File: src/dag_pkg.sv
/*
  Constants, encodings and carrier types for the data address generator.
  Assumes one core clock and a decoder that presents one request at a time.
*/
package dag_pkg;

  localparam int PTR_W = 12;
  localparam int NUM_PAIRS = 3;

  // ----------------------------------------------------------------
  // Register region at the top of bank 15
  // ----------------------------------------------------------------
  localparam logic [6:0] SFR_REGION = 7'h7f;
  localparam logic [1:0] BANK_SEL_SLOT = 2'h3;
  localparam logic [2:0] K_PLAIN = 3'h0;
  localparam logic [2:0] K_POST_INC = 3'h1;
  localparam logic [2:0] K_POST_DEC = 3'h2;
  localparam logic [2:0] K_PRE_INC = 3'h3;
  localparam logic [2:0] K_OFFSET = 3'h4;
  localparam logic [2:0] K_LOW = 3'h5;
  localparam logic [2:0] K_HIGH = 3'h6;
  localparam logic [2:0] K_BANK_SEL = 3'h0;

  localparam logic [7:0] ACCESS_SPLIT = 8'h60;
  localparam logic [3:0] ACCESS_LO_BANK = 4'h0;
  localparam logic [3:0] ACCESS_HI_BANK = 4'hf;
  localparam logic [7:0] NESTED_READ_VALUE = 8'h00;

  // ----------------------------------------------------------------
  // Bus offsets and reset values
  // ----------------------------------------------------------------
  localparam logic [7:0] OFF_BANK_SEL = 8'h00;
  localparam logic [7:0] OFF_PTR0 = 8'h04;
  localparam logic [7:0] OFF_PTR1 = 8'h08;
  localparam logic [7:0] OFF_PTR2 = 8'h0c;
  localparam logic [7:0] OFF_LAST = 8'h10;
  localparam logic [3:0] BANK_SEL_RST = 4'h0;
  localparam logic [11:0] PTR_RST = 12'h000;

  typedef enum logic [1:0] {
    MODE_INHERENT = 2'b00,
    MODE_LITERAL = 2'b01,
    MODE_DIRECT = 2'b11,
    MODE_FULL = 2'b10
  } mode_e;

  typedef struct packed {
    mode_e mode;
    logic [7:0] f;
    logic abit;
    logic has_d;
    logic dbit;
    logic impl_file;
    logic [11:0] full_addr;
    logic rd;
    logic wr;
    logic [7:0] wdata;
    logic is_jump;
    logic [19:0] lit;
  } req_s;

  typedef struct packed {
    logic [11:0] addr;
    logic rd;
    logic wr;
    logic [7:0] wdata;
  } mem_s;

  typedef struct packed {
    logic valid;
    logic to_file;
    logic to_work;
    logic jump;
    logic [19:0] target;
    logic imm;
    logic [7:0] imm_val;
  } resp_s;

endpackage : dag_pkg

File: src/data_address_generator.sv
/*
  Operand address generator: direct, full and pointer-based addressing,
  destination select and literal routing, with an APB register port.
  Assumes an asynchronous data RAM that answers within the cycle and a
  decoder that waits for the read data before finishing a read-modify-write.
*/
// The APB slave port and the register addresses were chosen for this implementation.
`timescale 1ns/1ps
module data_address_generator (
  input wire logic pclk,
  input wire logic presetn,
  input wire logic cen,
  input wire logic req_valid,
  input wire dag_pkg::req_s req,
  input wire logic [7:0] w_val,
  input wire logic wb_valid,
  input wire logic [7:0] wb_data,
  output dag_pkg::mem_s mem_r,
  input wire logic [7:0] ram_rdata,
  output dag_pkg::resp_s resp_r,
  output logic rvalid_r,
  output logic [7:0] rdata_r,
  output logic busy,
  input wire logic psel,
  input wire logic penable,
  input wire logic pwrite,
  input wire logic [7:0] paddr,
  input wire logic [31:0] pwdata,
  output logic [31:0] prdata,
  output logic pready,
  output logic pslverr
);

  // ----------------------------------------------------------------
  // Address classification
  // ----------------------------------------------------------------
  function automatic logic in_region(input logic [11:0] a);
    return a[11:5] == dag_pkg::SFR_REGION;
  endfunction : in_region

  function automatic logic is_virt(input logic [11:0] a);
    return in_region(a) && a[4:3] != dag_pkg::BANK_SEL_SLOT && a[2:0] <= dag_pkg::K_OFFSET;
  endfunction : is_virt

  function automatic logic is_ptr_byte(input logic [11:0] a);
    return in_region(a) && a[4:3] != dag_pkg::BANK_SEL_SLOT &&
           (a[2:0] == dag_pkg::K_LOW || a[2:0] == dag_pkg::K_HIGH);
  endfunction : is_ptr_byte

  function automatic logic is_bank_sel(input logic [11:0] a);
    return in_region(a) && a[4:3] == dag_pkg::BANK_SEL_SLOT && a[2:0] == dag_pkg::K_BANK_SEL;
  endfunction : is_bank_sel

  logic [3:0] bank_sel_r;
  logic [2:0][11:0] ptrs;
  logic [11:0] last_ea_r;
  logic pend_r;
  logic [11:0] pend_ea_r;
  logic pend_nested_r;
  logic pend_inc_r;
  logic pend_dec_r;
  logic [1:0] pend_idx_r;
  logic [1:0] rsel_r;
  logic [7:0] sfr_val_r;

  logic take;
  logic mem_op;
  logic rmw;
  logic [11:0] da;
  logic [1:0] slot;
  logic [2:0] kind;
  logic da_virt;
  logic [11:0] base;
  logic [11:0] ea;
  logic nested;
  logic cur_inc;
  logic cur_dec;
  logic fin_cur;
  logic commit;
  logic wp_act;
  logic [11:0] wp_ea;
  logic wp_nested;
  logic [7:0] wp_data;
  logic st_act;
  logic st_inc;
  logic st_dec;
  logic [1:0] st_idx;
  logic [2:0] we_lo;
  logic [2:0] we_hi;
  logic [2:0] we_all;
  logic [2:0] step_inc;
  logic [2:0] step_dec;
  logic own_written;
  logic apb_wr;
  logic [7:0] sfr_val;

  assign take = req_valid && cen && !pend_r;
  assign rmw = req.rd && req.wr;
  assign mem_op = take && (req.mode == dag_pkg::MODE_DIRECT || req.mode == dag_pkg::MODE_FULL) &&
                  (req.rd || req.wr);

  // ----------------------------------------------------------------
  // Direct address
  // ----------------------------------------------------------------
  always_comb begin
    unique case (req.mode)
      dag_pkg::MODE_DIRECT: begin
        if (req.abit) begin
          da = {bank_sel_r, req.f};
        end else if (req.f < dag_pkg::ACCESS_SPLIT) begin
          da = {dag_pkg::ACCESS_LO_BANK, req.f};
        end else begin
          da = {dag_pkg::ACCESS_HI_BANK, req.f};
        end
      end
      dag_pkg::MODE_FULL: da = req.full_addr;
      dag_pkg::MODE_INHERENT, dag_pkg::MODE_LITERAL: da = 12'h000;
    endcase
  end

  assign slot = da[4:3];
  assign kind = da[2:0];
  assign da_virt = is_virt(da);
  assign base = (slot == dag_pkg::BANK_SEL_SLOT) ? 12'h000 : ptrs[slot];

  // ----------------------------------------------------------------
  // Effective address
  // ----------------------------------------------------------------
  // Bank select and access bit never reach a pointer address.
  always_comb begin
    ea = da;
    if (da_virt) begin
      unique case (kind)
        dag_pkg::K_PRE_INC: ea = base + 12'h001;
        dag_pkg::K_OFFSET: ea = base + {{4{w_val[7]}}, w_val};
        default: ea = base;
      endcase
    end
  end

  assign nested = da_virt && is_virt(ea);
  assign cur_inc = da_virt && (kind == dag_pkg::K_POST_INC || kind == dag_pkg::K_PRE_INC);
  assign cur_dec = da_virt && kind == dag_pkg::K_POST_DEC;

  // A lone read or write finishes at once; a read-modify-write finishes at
  // the commit so that both halves use one address and one step.
  assign fin_cur = mem_op && !rmw;
  assign commit = wb_valid && cen && pend_r;
  assign wp_act = (fin_cur && req.wr) || commit;
  assign wp_ea = commit ? pend_ea_r : ea;
  assign wp_nested = commit ? pend_nested_r : nested;
  assign wp_data = commit ? wb_data : req.wdata;
  assign st_act = fin_cur || commit;
  assign st_inc = commit ? pend_inc_r : cur_inc;
  assign st_dec = commit ? pend_dec_r : cur_dec;
  assign st_idx = commit ? pend_idx_r : slot;
  assign busy = pend_r;

  // ----------------------------------------------------------------
  // Pointer pairs
  // ----------------------------------------------------------------
  assign own_written = we_lo[st_idx] || we_hi[st_idx];

  for (genvar i = 0; i < dag_pkg::NUM_PAIRS; i++) begin : g_pair
    assign we_lo[i] = wp_act && !wp_nested && is_ptr_byte(wp_ea) &&
                      wp_ea[4:3] == 2'(i) && wp_ea[2:0] == dag_pkg::K_LOW;
    assign we_hi[i] = wp_act && !wp_nested && is_ptr_byte(wp_ea) &&
                      wp_ea[4:3] == 2'(i) && wp_ea[2:0] == dag_pkg::K_HIGH;
    assign step_inc[i] = st_act && st_inc && st_idx == 2'(i) && !own_written;
    assign step_dec[i] = st_act && st_dec && st_idx == 2'(i) && !own_written;
    assign we_all[i] = apb_wr && paddr == dag_pkg::OFF_PTR0 + 8'(4 * i);

    pointer_pair #(
      .PW(dag_pkg::PTR_W)
    ) u_pair (
      .pclk(pclk),
      .presetn(presetn),
      .cen(cen),
      .we_lo(we_lo[i]),
      .we_hi(we_hi[i]),
      .we_all(we_all[i]),
      .wdata(wp_data),
      .wall(pwdata[11:0]),
      .inc(step_inc[i]),
      .dec(step_dec[i]),
      .ptr(ptrs[i])
    );
  end

  // ----------------------------------------------------------------
  // Bank select and observed address
  // ----------------------------------------------------------------
  always_ff @(posedge pclk or negedge presetn) begin
    if (!presetn) begin
      bank_sel_r <= dag_pkg::BANK_SEL_RST;
    end else if (cen) begin
      if (wp_act && !wp_nested && is_bank_sel(wp_ea)) begin
        bank_sel_r <= wp_data[3:0];
      end else if (apb_wr && paddr == dag_pkg::OFF_BANK_SEL) begin
        bank_sel_r <= pwdata[3:0];
      end
    end
  end

  always_ff @(posedge pclk or negedge presetn) begin
    if (!presetn) begin
      last_ea_r <= 12'h000;
    end else if (mem_op) begin
      last_ea_r <= ea;
    end
  end

  // ----------------------------------------------------------------
  // Pending read-modify-write
  // ----------------------------------------------------------------
  always_ff @(posedge pclk or negedge presetn) begin
    if (!presetn) begin
      pend_r <= 1'b0;
      pend_ea_r <= 12'h000;
      pend_nested_r <= 1'b0;
      pend_inc_r <= 1'b0;
      pend_dec_r <= 1'b0;
      pend_idx_r <= 2'h0;
    end else if (commit) begin
      pend_r <= 1'b0;
    end else if (mem_op && rmw) begin
      pend_r <= 1'b1;
      pend_ea_r <= ea;
      pend_nested_r <= nested;
      pend_inc_r <= cur_inc;
      pend_dec_r <= cur_dec;
      pend_idx_r <= slot;
    end
  end

  // ----------------------------------------------------------------
  // Data RAM strobes
  // ----------------------------------------------------------------
  always_comb begin
    sfr_val = {4'h0, bank_sel_r};
    if (is_ptr_byte(ea)) begin
      sfr_val = (ea[2:0] == dag_pkg::K_LOW) ? ptrs[ea[4:3]][7:0] : {4'h0, ptrs[ea[4:3]][11:8]};
    end
  end

  always_ff @(posedge pclk or negedge presetn) begin
    if (!presetn) begin
      mem_r <= '0;
    end else if (cen) begin
      mem_r.addr <= commit ? pend_ea_r : ea;
      mem_r.rd <= mem_op && req.rd && !nested && !is_ptr_byte(ea) && !is_bank_sel(ea);
      mem_r.wr <= wp_act && !wp_nested && !is_ptr_byte(wp_ea) && !is_bank_sel(wp_ea);
      mem_r.wdata <= wp_data;
    end
  end

  // ----------------------------------------------------------------
  // Read data path
  // ----------------------------------------------------------------
  // Select codes: 0 idle, 1 RAM, 2 zero for a nested access, 3 register.
  always_ff @(posedge pclk or negedge presetn) begin
    if (!presetn) begin
      rsel_r <= 2'h0;
      sfr_val_r <= 8'h00;
    end else if (cen) begin
      rsel_r <= 2'h0;
      if (mem_op && req.rd) begin
        sfr_val_r <= sfr_val;
        if (nested) begin
          rsel_r <= 2'h2;
        end else if (is_ptr_byte(ea) || is_bank_sel(ea)) begin
          rsel_r <= 2'h3;
        end else begin
          rsel_r <= 2'h1;
        end
      end
    end
  end

  always_ff @(posedge pclk or negedge presetn) begin
    if (!presetn) begin
      rvalid_r <= 1'b0;
      rdata_r <= 8'h00;
    end else if (cen) begin
      rvalid_r <= rsel_r != 2'h0;
      unique case (rsel_r)
        2'h1: rdata_r <= ram_rdata;
        2'h2: rdata_r <= dag_pkg::NESTED_READ_VALUE;
        2'h3: rdata_r <= sfr_val_r;
        2'h0: rdata_r <= rdata_r;
      endcase
    end
  end

  // ----------------------------------------------------------------
  // Destination and literal routing
  // ----------------------------------------------------------------
  always_ff @(posedge pclk or negedge presetn) begin
    if (!presetn) begin
      resp_r <= '0;
    end else if (cen) begin
      resp_r.valid <= take;
      resp_r.to_file <= take && (req.has_d ? req.dbit : req.impl_file);
      resp_r.to_work <= take && (req.has_d ? !req.dbit : !req.impl_file);
      resp_r.jump <= take && req.mode == dag_pkg::MODE_LITERAL && req.is_jump;
      resp_r.imm <= take && req.mode == dag_pkg::MODE_LITERAL && !req.is_jump;
      if (take && req.mode == dag_pkg::MODE_LITERAL) begin
        resp_r.target <= req.lit;
        resp_r.imm_val <= req.lit[7:0];
      end
    end
  end

  // ----------------------------------------------------------------
  // APB slave
  // ----------------------------------------------------------------
  // The core has the register file first; the bus waits out its cycle.
  assign pready = cen && !st_act;
  assign apb_wr = psel && penable && pwrite && pready && !pslverr;

  always_ff @(posedge pclk or negedge presetn) begin
    if (!presetn) begin
      prdata <= 32'h0000_0000;
      pslverr <= 1'b0;
    end else if (cen && psel && !penable) begin
      pslverr <= 1'b0;
      unique case (paddr)
        dag_pkg::OFF_BANK_SEL: prdata <= {28'h000_0000, bank_sel_r};
        dag_pkg::OFF_PTR0: prdata <= {20'h0_0000, ptrs[0]};
        dag_pkg::OFF_PTR1: prdata <= {20'h0_0000, ptrs[1]};
        dag_pkg::OFF_PTR2: prdata <= {20'h0_0000, ptrs[2]};
        dag_pkg::OFF_LAST: prdata <= {19'h0_0000, pend_r, last_ea_r};
        default: begin
          prdata <= 32'h0000_0000;
          pslverr <= 1'b1;
        end
      endcase
    end
  end

  // ----------------------------------------------------------------
  // Checks
  // ----------------------------------------------------------------
  a_bank_join: assert property (@(posedge pclk) disable iff (!presetn)
    mem_op && req.mode == dag_pkg::MODE_DIRECT && req.abit && bank_sel_r != 4'hf |=>
      mem_r.addr == {$past(bank_sel_r), $past(req.f)})
    else $error("bank select not joined to field");

  a_access_split: assert property (@(posedge pclk) disable iff (!presetn)
    mem_op && req.mode == dag_pkg::MODE_DIRECT && !req.abit && !da_virt |=>
      mem_r.addr == {(($past(req.f) < 8'h60) ? 4'h0 : 4'hf), $past(req.f)})
    else $error("access bank mapped wrongly");

  a_full_direct: assert property (@(posedge pclk) disable iff (!presetn)
    mem_op && !rmw && req.mode == dag_pkg::MODE_FULL && !is_virt(req.full_addr) |=>
      mem_r.addr == $past(req.full_addr))
    else $error("full address not used");

  a_post_inc: assert property (@(posedge pclk) disable iff (!presetn)
    step_inc[0] && cen |=> ptrs[0] == $past(ptrs[0]) + 12'h001)
    else $error("pointer pair 0 not raised by one");

  a_post_dec: assert property (@(posedge pclk) disable iff (!presetn)
    step_dec[0] && cen |=> ptrs[0] == $past(ptrs[0]) - 12'h001)
    else $error("pointer pair 0 not lowered by one");

  a_offset_still: assert property (@(posedge pclk) disable iff (!presetn)
    fin_cur && da_virt && (kind == 3'h4 || kind == 3'h0) && !is_ptr_byte(ea) |=>
      $stable(ptrs))
    else $error("offset or plain access moved a pointer");

  a_nested_read: assert property (@(posedge pclk) disable iff (!presetn)
    mem_op && req.rd && nested ##1 cen |=> rvalid_r && rdata_r == 8'h00)
    else $error("nested read did not return zero");

  a_nested_write: assert property (@(posedge pclk) disable iff (!presetn)
    wp_act && wp_nested |=> !mem_r.wr && $stable(bank_sel_r))
    else $error("nested write had an effect");

  a_own_store: assert property (@(posedge pclk) disable iff (!presetn)
    we_lo[2] && cen && !we_all[2] |=> ptrs[2][7:0] == $past(wp_data))
    else $error("own pair write lost or stepped");

  a_single_step: assert property (@(posedge pclk) disable iff (!presetn)
    ((mem_op && rmw) || (pend_r && !commit)) && !(|we_all) |=> $stable(ptrs))
    else $error("pointer stepped before commit");

endmodule : data_address_generator

File: src/pointer_pair.sv
/*
  One 12-bit pointer pair with byte loads, whole loads and unit steps.
  Assumes the caller never asks for a byte load and a step together.
*/
`timescale 1ns/1ps
module pointer_pair #(
  parameter int PW = 12
) (
  input wire logic pclk,
  input wire logic presetn,
  input wire logic cen,
  input wire logic we_lo,
  input wire logic we_hi,
  input wire logic we_all,
  input wire logic [7:0] wdata,
  input wire logic [PW-1:0] wall,
  input wire logic inc,
  input wire logic dec,
  output logic [PW-1:0] ptr
);

  if (PW < 9 || PW > 16) begin : g_bad_width
    $error("pointer width must lie between 9 and 16");
  end

  // ----------------------------------------------------------------
  // Pointer storage
  // ----------------------------------------------------------------
  // The step acts on the whole pair so a low-byte roll-over carries
  // into the high byte; no flag output exists to be disturbed.
  always_ff @(posedge pclk or negedge presetn) begin
    if (!presetn) begin
      ptr <= PW'(dag_pkg::PTR_RST);
    end else if (cen) begin
      if (we_all) begin
        ptr <= wall;
      end else if (we_lo) begin
        ptr[7:0] <= wdata;
      end else if (we_hi) begin
        ptr[PW-1:8] <= wdata[PW-9:0];
      end else if (inc) begin
        ptr <= ptr + PW'(1);
      end else if (dec) begin
        ptr <= ptr - PW'(1);
      end
    end
  end

endmodule : pointer_pair
File: config.mk
export PLATFORM = sky130hd
export DESIGN_NAME = data_address_generator
export DESIGN_NICKNAME = d
export VERILOG_FILES = /design/src/dag_pkg.sv /design/src/data_address_generator.sv /design/src/pointer_pair.sv
export SDC_FILE = /design/constraint.sdc
export NUM_CORES = 1
export LEC_CHECK = 0
export ABC_AREA = 0
export BUFFER_PORTS_ARGS = -buffer_cell sky130_fd_sc_hd__buf_2
export CORE_MARGIN = 3
export CORE_UTILIZATION = 45
export DETAILED_ROUTE_END_ITERATION = 7
export PLACE_DENSITY = 0.78
export SYNTH_ARGS = -nofsm -noshare
export SYNTH_HDL_FRONTEND = slang
export SYNTH_SLANG_ARGS = --single-unit
File: constraint.sdc
create_clock -name pclk -period 19.62 [get_ports pclk]
set_clock_uncertainty 0.15 [all_clocks]
set_input_delay 1.962 -clock pclk [delete_from_list [all_inputs] [get_ports pclk]]
set_output_delay 1.962 -clock pclk [all_outputs]
set_load 0.03 [all_outputs]
# Word-level counts from Yosys, hierarchy flattened
# Cells that the tools add are included.
[op_classes]
addsub = 8
mul = 0
div = 0
magnitude_cmp = 6
n_eq_ne = 37
n_shift = 0
n_mux = 55
bitwise_logic = 2
reduce_logical = 125
[op_table]
columns = ["operator", "n"]
rows = [
  ["two-way mux 12 bit", 16],
  ["logical AND 1 bit", 72],
  ["two-way mux 8 bit", 9],
  ["one-hot mux 13 bit (5 select lines)", 1],
  ["adder 12 x 1 -> 12 bit (second input constant)", 4],
  ["binary-select mux 12 bit (select 2 bit)", 2],
  ["one-hot mux 12 bit (3 select lines)", 1],
  ["subtractor 12 x 1 -> 12 bit (second input constant)", 3],
  ["two-way mux 4 bit", 8],
  ["one-hot mux 12 bit (2 select lines)", 1],
  ["one-hot mux 8 bit (3 select lines)", 1],
  ["nonzero test 4 bit", 6],
  ["== test 7 bit (second input constant)", 3],
  ["== test 2 bit (second input constant)", 9],
  ["AND reduction 3 bit", 6],
  ["== test 8 x 4 -> 1 bit (second input constant)", 2],
  ["== test 3 bit (second input constant)", 5],
  ["zero test 1 bit", 15],
  ["adder 12 bit", 1],
  ["inequality test 2 bit (second input constant)", 6],
  ["two-way mux 1 bit", 10],
  ["AND reduction 2 bit", 5],
  ["logical OR 1 bit", 9],
  ["less-than comparator 2 x 3 -> 1 bit (second input constant)", 3],
  ["17 further kinds", 35],
]
[totals]
ff_bits = 177
latch_bits = 0
mem_bits_rw = 0
rom_bits = 0
input_bits = 129
out_inout_bits = 99
elab_cells = 264
n_memories = 0

# Longest topological paths before layout
[depth]
word_depth = 30
depth_mapped = 34
ltp_nobuf = 28

# Modules after synthesis
# From an unflattened synthesis, not the netlist that was laid out.
[unflattened]
cells_unflattened = 1314
area_unflattened_um2 = 11547.3
[modules_own_cells]
columns = ["module", "n_inst", "cells_each", "area_per_inst_um2", "seq_area_each_um2"]
rows = [
  ["data_address_generator", 1, 867, 7835.0, 2852.7],
  ["pointer_pair", 3, 149, 1237.4, 300.3],
]

# Worst setup path after synthesis
# No wires, ideal clock.
[synth_timing]
path_kind = "in2reg"
startpoint = "in req[55] (netlist name)"
endpoint = "reg g_pair[1].u_pair.ptr[11]"
setup_ps = 123
arrival_time_ps = 8859
required_ps = 19347
path_slack_ps = 10488
stages = 33
n_path_buf = 6
path_cell_list = "buf_6 -> buf_6 -> clkbuf_1 -> nand3b_1 -> a21oi_1 -> buf_2 -> a221o_1 -> ha_1 -> fa_1 -> a211oi_1 -> o21ai_0 -> nor2b_1 -> or3_1 -> a31o_1 -> or4_1 -> a2111o_1 -> buf_6 -> nor2_1 -> buf_2 -> a31oi_1 -> nand2_1 -> ha_1 -> a21o_1 -> a21o_1 -> a21oi_1 -> o21bai_1 -> a21oi_1 -> o21ai_0 -> o41ai_1 -> xnor2_1 -> a2111oi_0 -> xor2_1 -> o221a_2"
[synth_between]
elab_chain_cells = 28
word_cells_on_any_way = 91
cone_classes = "add/sub (2); order compare (2); eq/ne (20); mux (19); reduce/logical (48)"
[synth_lines]
columns = ["item", "line_no", "source"]
rows = [
  ["start, declared", "data_address_generator.sv:14", "input wire dag_pkg::req_s req,"],
  ["== test 2 x 1 -> 1 bit or zero test 2 bit (tied branches)", "data_address_generator.sv:106", "unique case (req.mode)"],
  ["OR reduction 2 bit", "data_address_generator.sv:106", ""],
  ["one-hot mux 12 bit (3 select lines)", "data_address_generator.sv:106", ""],
  ["binary-select mux 12 bit (select 2 bit)", "data_address_generator.sv:124", "assign base = (slot == dag_pkg::BANK_SEL_SLOT) ? 12'h000 : ptrs[slot];"],
  ["two-way mux 12 bit (implied by the code)", "data_address_generator.sv:124", ""],
  ["two-way mux 12 bit", "data_address_generator.sv:124", ""],
  ["adder 12 bit or adder 12 x 1 -> 12 bit (tied branches)", "data_address_generator.sv:135, data_address_generator.sv:134", ""],
  ["one-hot mux 12 bit (2 select lines)", "data_address_generator.sv:133", "unique case (kind)"],
  ["(+12 left out)", "n/a", ""],
  ["two-way mux 1 bit (implied by the code)", "data_address_generator.sv:162", "assign own_written = we_lo[st_idx] || we_hi[st_idx];"],
  ["logical OR 1 bit", "data_address_generator.sv:162", ""],
  ["zero test 1 bit", "data_address_generator.sv:169, data_address_generator.sv:170", ""],
  ["logical AND 1 bit", "data_address_generator.sv:169", "assign step_inc[i] = st_act && st_inc && st_idx == 2'(i) && !own_written;"],
  ["two-way mux 12 bit", "pointer_pair.sv:41", "end else if (inc) begin"],
  ["two-way mux 4 bit", "pointer_pair.sv:39", "end else if (we_hi) begin"],
  ["two-way mux 4 bit", "pointer_pair.sv:37", "end else if (we_lo) begin"],
  ["two-way mux 12 bit", "pointer_pair.sv:35", "if (we_all) begin"],
  ["end signal, assigned", "pointer_pair.sv:36", "ptr <= wall;"],
  ["end signal, assigned by index", "pointer_pair.sv:40", "ptr[PW-1:8] <= wdata[PW-9:0];"],
  ["end signal, assigned", "pointer_pair.sv:42", "ptr <= ptr + PW'(1);"],
  ["end, declared", "pointer_pair.sv:19", "output logic [PW-1:0] ptr"],
]
# Parallel ways exist; a longest one is shown, timed or not. The select of a mux whose other input is x is not followed.
# A chain may end at the register's enable or synchronous reset.

# Worst setup path after layout
[layout_timing]
startpoint = "in req[56] (netlist name)"
endpoint = "reg g_pair[1].u_pair.ptr[11]"
# The elaborated chain is that of the path after synthesis.

==> results.md <==
- # diodes: 0
- Largest area contributor in the netlist: dfrtp_1
- Gr usage total: 26.9%
- Min-delay src: mem_r[16]
- Combinational power share: 22.2%
- Core ar.: 23,600 sq um
- Unique masters post-synth: 85
- Final GP Congestion: 1.00
- Seq/Total Area, Yosys: 34.6%
- EDFF count, synth: 0
- Inserted Clock Buffers: 17
- Reg2reg setup slack: 11.42 ns
- Die X: 161 um
- Vias: 10,616
- CP Launch Point: req[56]
- CP dominant cell by count: a21oi_1
- Vias per inst: 6.15
- First-pass GRT wire length: 55,100 um
- DR pass1 iterations: 8
- Arrival time at the worst endpoint: 10.65 ns
- H-tree levels: 4
- Slew Limit Headroom: 20.4%
- R2r startpoint: g_pair[0].u_pair.ptr[7]
- Leak pwr: 5.77 nW
- Largest net degree at the start of global routing: 79
- Vias in the first global route: 10,077
- Mean routed wirelength per cell: 20.8 um
- Die Area: 26,000 sq um
- Req. time, crit path: 19.80 ns
- Setup_tns: 0 ns
- Cells on worst reg2reg path: 26
- Setup bufs post-CTS: 0
- Final count of hold timing violations: 0
- Crit path time final: 10.48 ns
- Worst Hold Depth: 1
- Initial antenna violation count: 0
- # setup viols final: 0
- Drc violations: 1
- CTS sink cnt: 150
- Yosys warning count: 0
- Worst-path fanout max: 31
- Slew Limit Fails: 0
- CTS tree: done
- Violated checks: DRC
- WHS: 0.331 ns
- Startpoint Class: input pin
- Top post-synthesis cells by count: 178 x nand2_1, 150 x dfrtp_1, 114 x o21ai_0
- VDD IR-drop max: 0.0602 mV
- # rows: 56
- Critical path class: in -> reg
- Tcrit/Tclk final: 53.4%
- Net count reported at finish: 1,567
- Crit. End Element: flip-flop
- Clock power frac: 37.8%
- Area grow syn2layout: 15.3%
- Layout cells sized above 1: 21.8%
- Slowest cell on the critical path: a21oi_1
- CTS max path bufs: 2
- Switching Power: 307 uW
- Syn avg cell area: 8.74 sq um
- Transition time of the tightest slew-check pin: 1.19 ns
- Int Power: 598 uW
- Seq cells post-synth: 150
- Fill cells: 2,162
- Sequential Power Share: 39.9%
- Yosys top cell area share: 34.6%
- I/O pins: 228
- Synthesized cell area: 10,900 sq um
- Gate Count Post-Synth: 1,243
- Root Buffer: clkbuf_16
- Die Ht: 161 um
- Hpwl dp: 26,900 um
- Primary FF master, synth: dfrtp_1
- Pwr dens: 72.3 nW/um^2
- CTS Hold Bufs: 0
- Status: complete, but fails checks
- Highest cell delay on the worst timing path: 0.83 ns
- Antenna Nets Post-Route: 0
- Fmax: 95.4 MHz
- Switching share of power: 33.9%
- Min-delay worst type: reg -> reg
- Clock transition at path regs: 0.07 ns
- Asr flop ratio synth: 100%
- Dominant cells by area after synthesis: dfrtp_1 35%, nand2_1 6.2%, o21ai_0 5.3%, mux2_2 5.1%, mux2i_1 4.9%
- Cts repair resizes: 0
- Total Wirelength: 35,900 um
- Max Cap Viol: 0
- RSZ-0062 raised after global routing: no
- Number of port buffers: 188
- Initial drt markers: 1,050
- Grt ovf: 0
- Later-pin clock latency in the skew report: 0.44 ns
- Starting Density: 46.0%
- Most numerous cell in the Yosys netlist: nand2_1
[sequential cells by signal, indices dropped and copies added, names as in the netlist, 2 cells and up]
signal and flops:
pend_idx_r 2, g_pair.u_pair.ptr 36, rdata_r 8, sfr_val_r 8
rsel_r 2, bank_sel_r 4, prdata 13, mem_r 22
resp_r 25, pend_ea_r 12, last_ea_r 12
[cell type report]
class | count | area [sq um] | area share (%)
multi-input cells | 983 | 6570 | 52.5
flip-flops and latches | 150 | 3750 | 30.0
repair buffers | 199 | 1030 | 8.22
clock buffers | 17 | 425 | 3.40
well taps | 319 | 399 | 3.19
clock inverters | 15 | 188 | 1.50
inverters | 42 | 158 | 1.26
[worst paths after layout]
kind | endpoint
setup reg to reg | g_pair[1].u_pair.ptr[11]
hold / removal | mem_r[16]
setup / recovery | g_pair[1].u_pair.ptr[11]
min in group asynchronous | resp_r[16]
max in group asynchronous | g_pair[0].u_pair.ptr[11]
hold reg to reg | mem_r[16]
[placed cells by master (no fill, tap or decap), types with 5 or more instances in the layout]
cell type  synthesis  routed
o21bai_1          12      12
nor3_1            23      22
a2111oi_0          5       5
o22ai_1            7       7
and2_1            15      15
buf_2              4     187
inv_1             41      41
nand3_1           31      31
clkbuf_16          0      17
o31ai_1           13      13
xor2_1            11      11
mux2_2            49      49
nor2_1            66      66
or2_2              6       6
nand2b_1           9       9
a21o_1            14      14
nand2_1          178     178
a221oi_1          10      10
mux2i_1           53      53
xnor2_1           27      27
o21ai_0          114     114
nand4_1           10      10
nand3b_1          12      12
buf_4             27      11
conb_1             1      19
ha_1              41      41
nor3b_1            9       9
a31oi_1           16      16
nor4_1            11      10
o211ai_1           9       9
a221o_1            6       6
a21oi_1           65      65
or3_1              8       8
nor2b_1            6       6
a211oi_1          12      12
a22o_1             9       9
and3_1            16      16
dfrtp_1          150     150
o21a_1             7       7
a222oi_1          14      14
[routing by layer]
metal  track usage, %  vias up  wire length [um]
li1                 -     4830                 -
met1             35.1     5012             13700
met2             42.7      645             16500
met3             6.54      129              4090
met4             11.4        0              1620
met5                0        -                 0
[per-stage QoR]
stage	worst slack [ns]	utilization, %	area (sq um)	total power [mW]	cells
final	9.14	53.0	12500	0.905	1725
after detailed placement	8.89	50.4	11900	0.565	1693
after global placement	9.05	50.4	11900	0.559	1693
after CTS	9.31	53.0	12500	0.903	1725
after global routing	8.50	53.0	12500	0.937	1725
after floorplan	10.49	-	10900	0.501	1261
[power groups by stage]
stage	clock (mW)	sequential [mW]	combinational, mW
floorplan	0	0.401	0.0999
global placement	0	0.364	0.195
detailed placement	0	0.365	0.200
CTS	0.343	0.360	0.200
global route	0.357	0.365	0.216
finish	0.342	0.362	0.201
[cells by family after synthesis]
logic type	Yosys count	share of synthesized area, %
and+or+nand+nor	423	19.3
AOI/OAI and AO/OA	352	21.3
DFF	150	34.6
buffers and inverters	128	5.68
muxes	106	10.6
adders and majority gates	45	5.46
xor gates and xnor gates	38	3.06
other	1	0.0345
[worst max-delay path: cells and delay by family]
family	cells	cell delay (ns)
compound gates	14	4.81
fa+ha+maj	2	0.61
buf+inv	4	1.16
simple gates	6	1.64
xor+xnor	3	0.44
(Power assumes the default switching activity.)
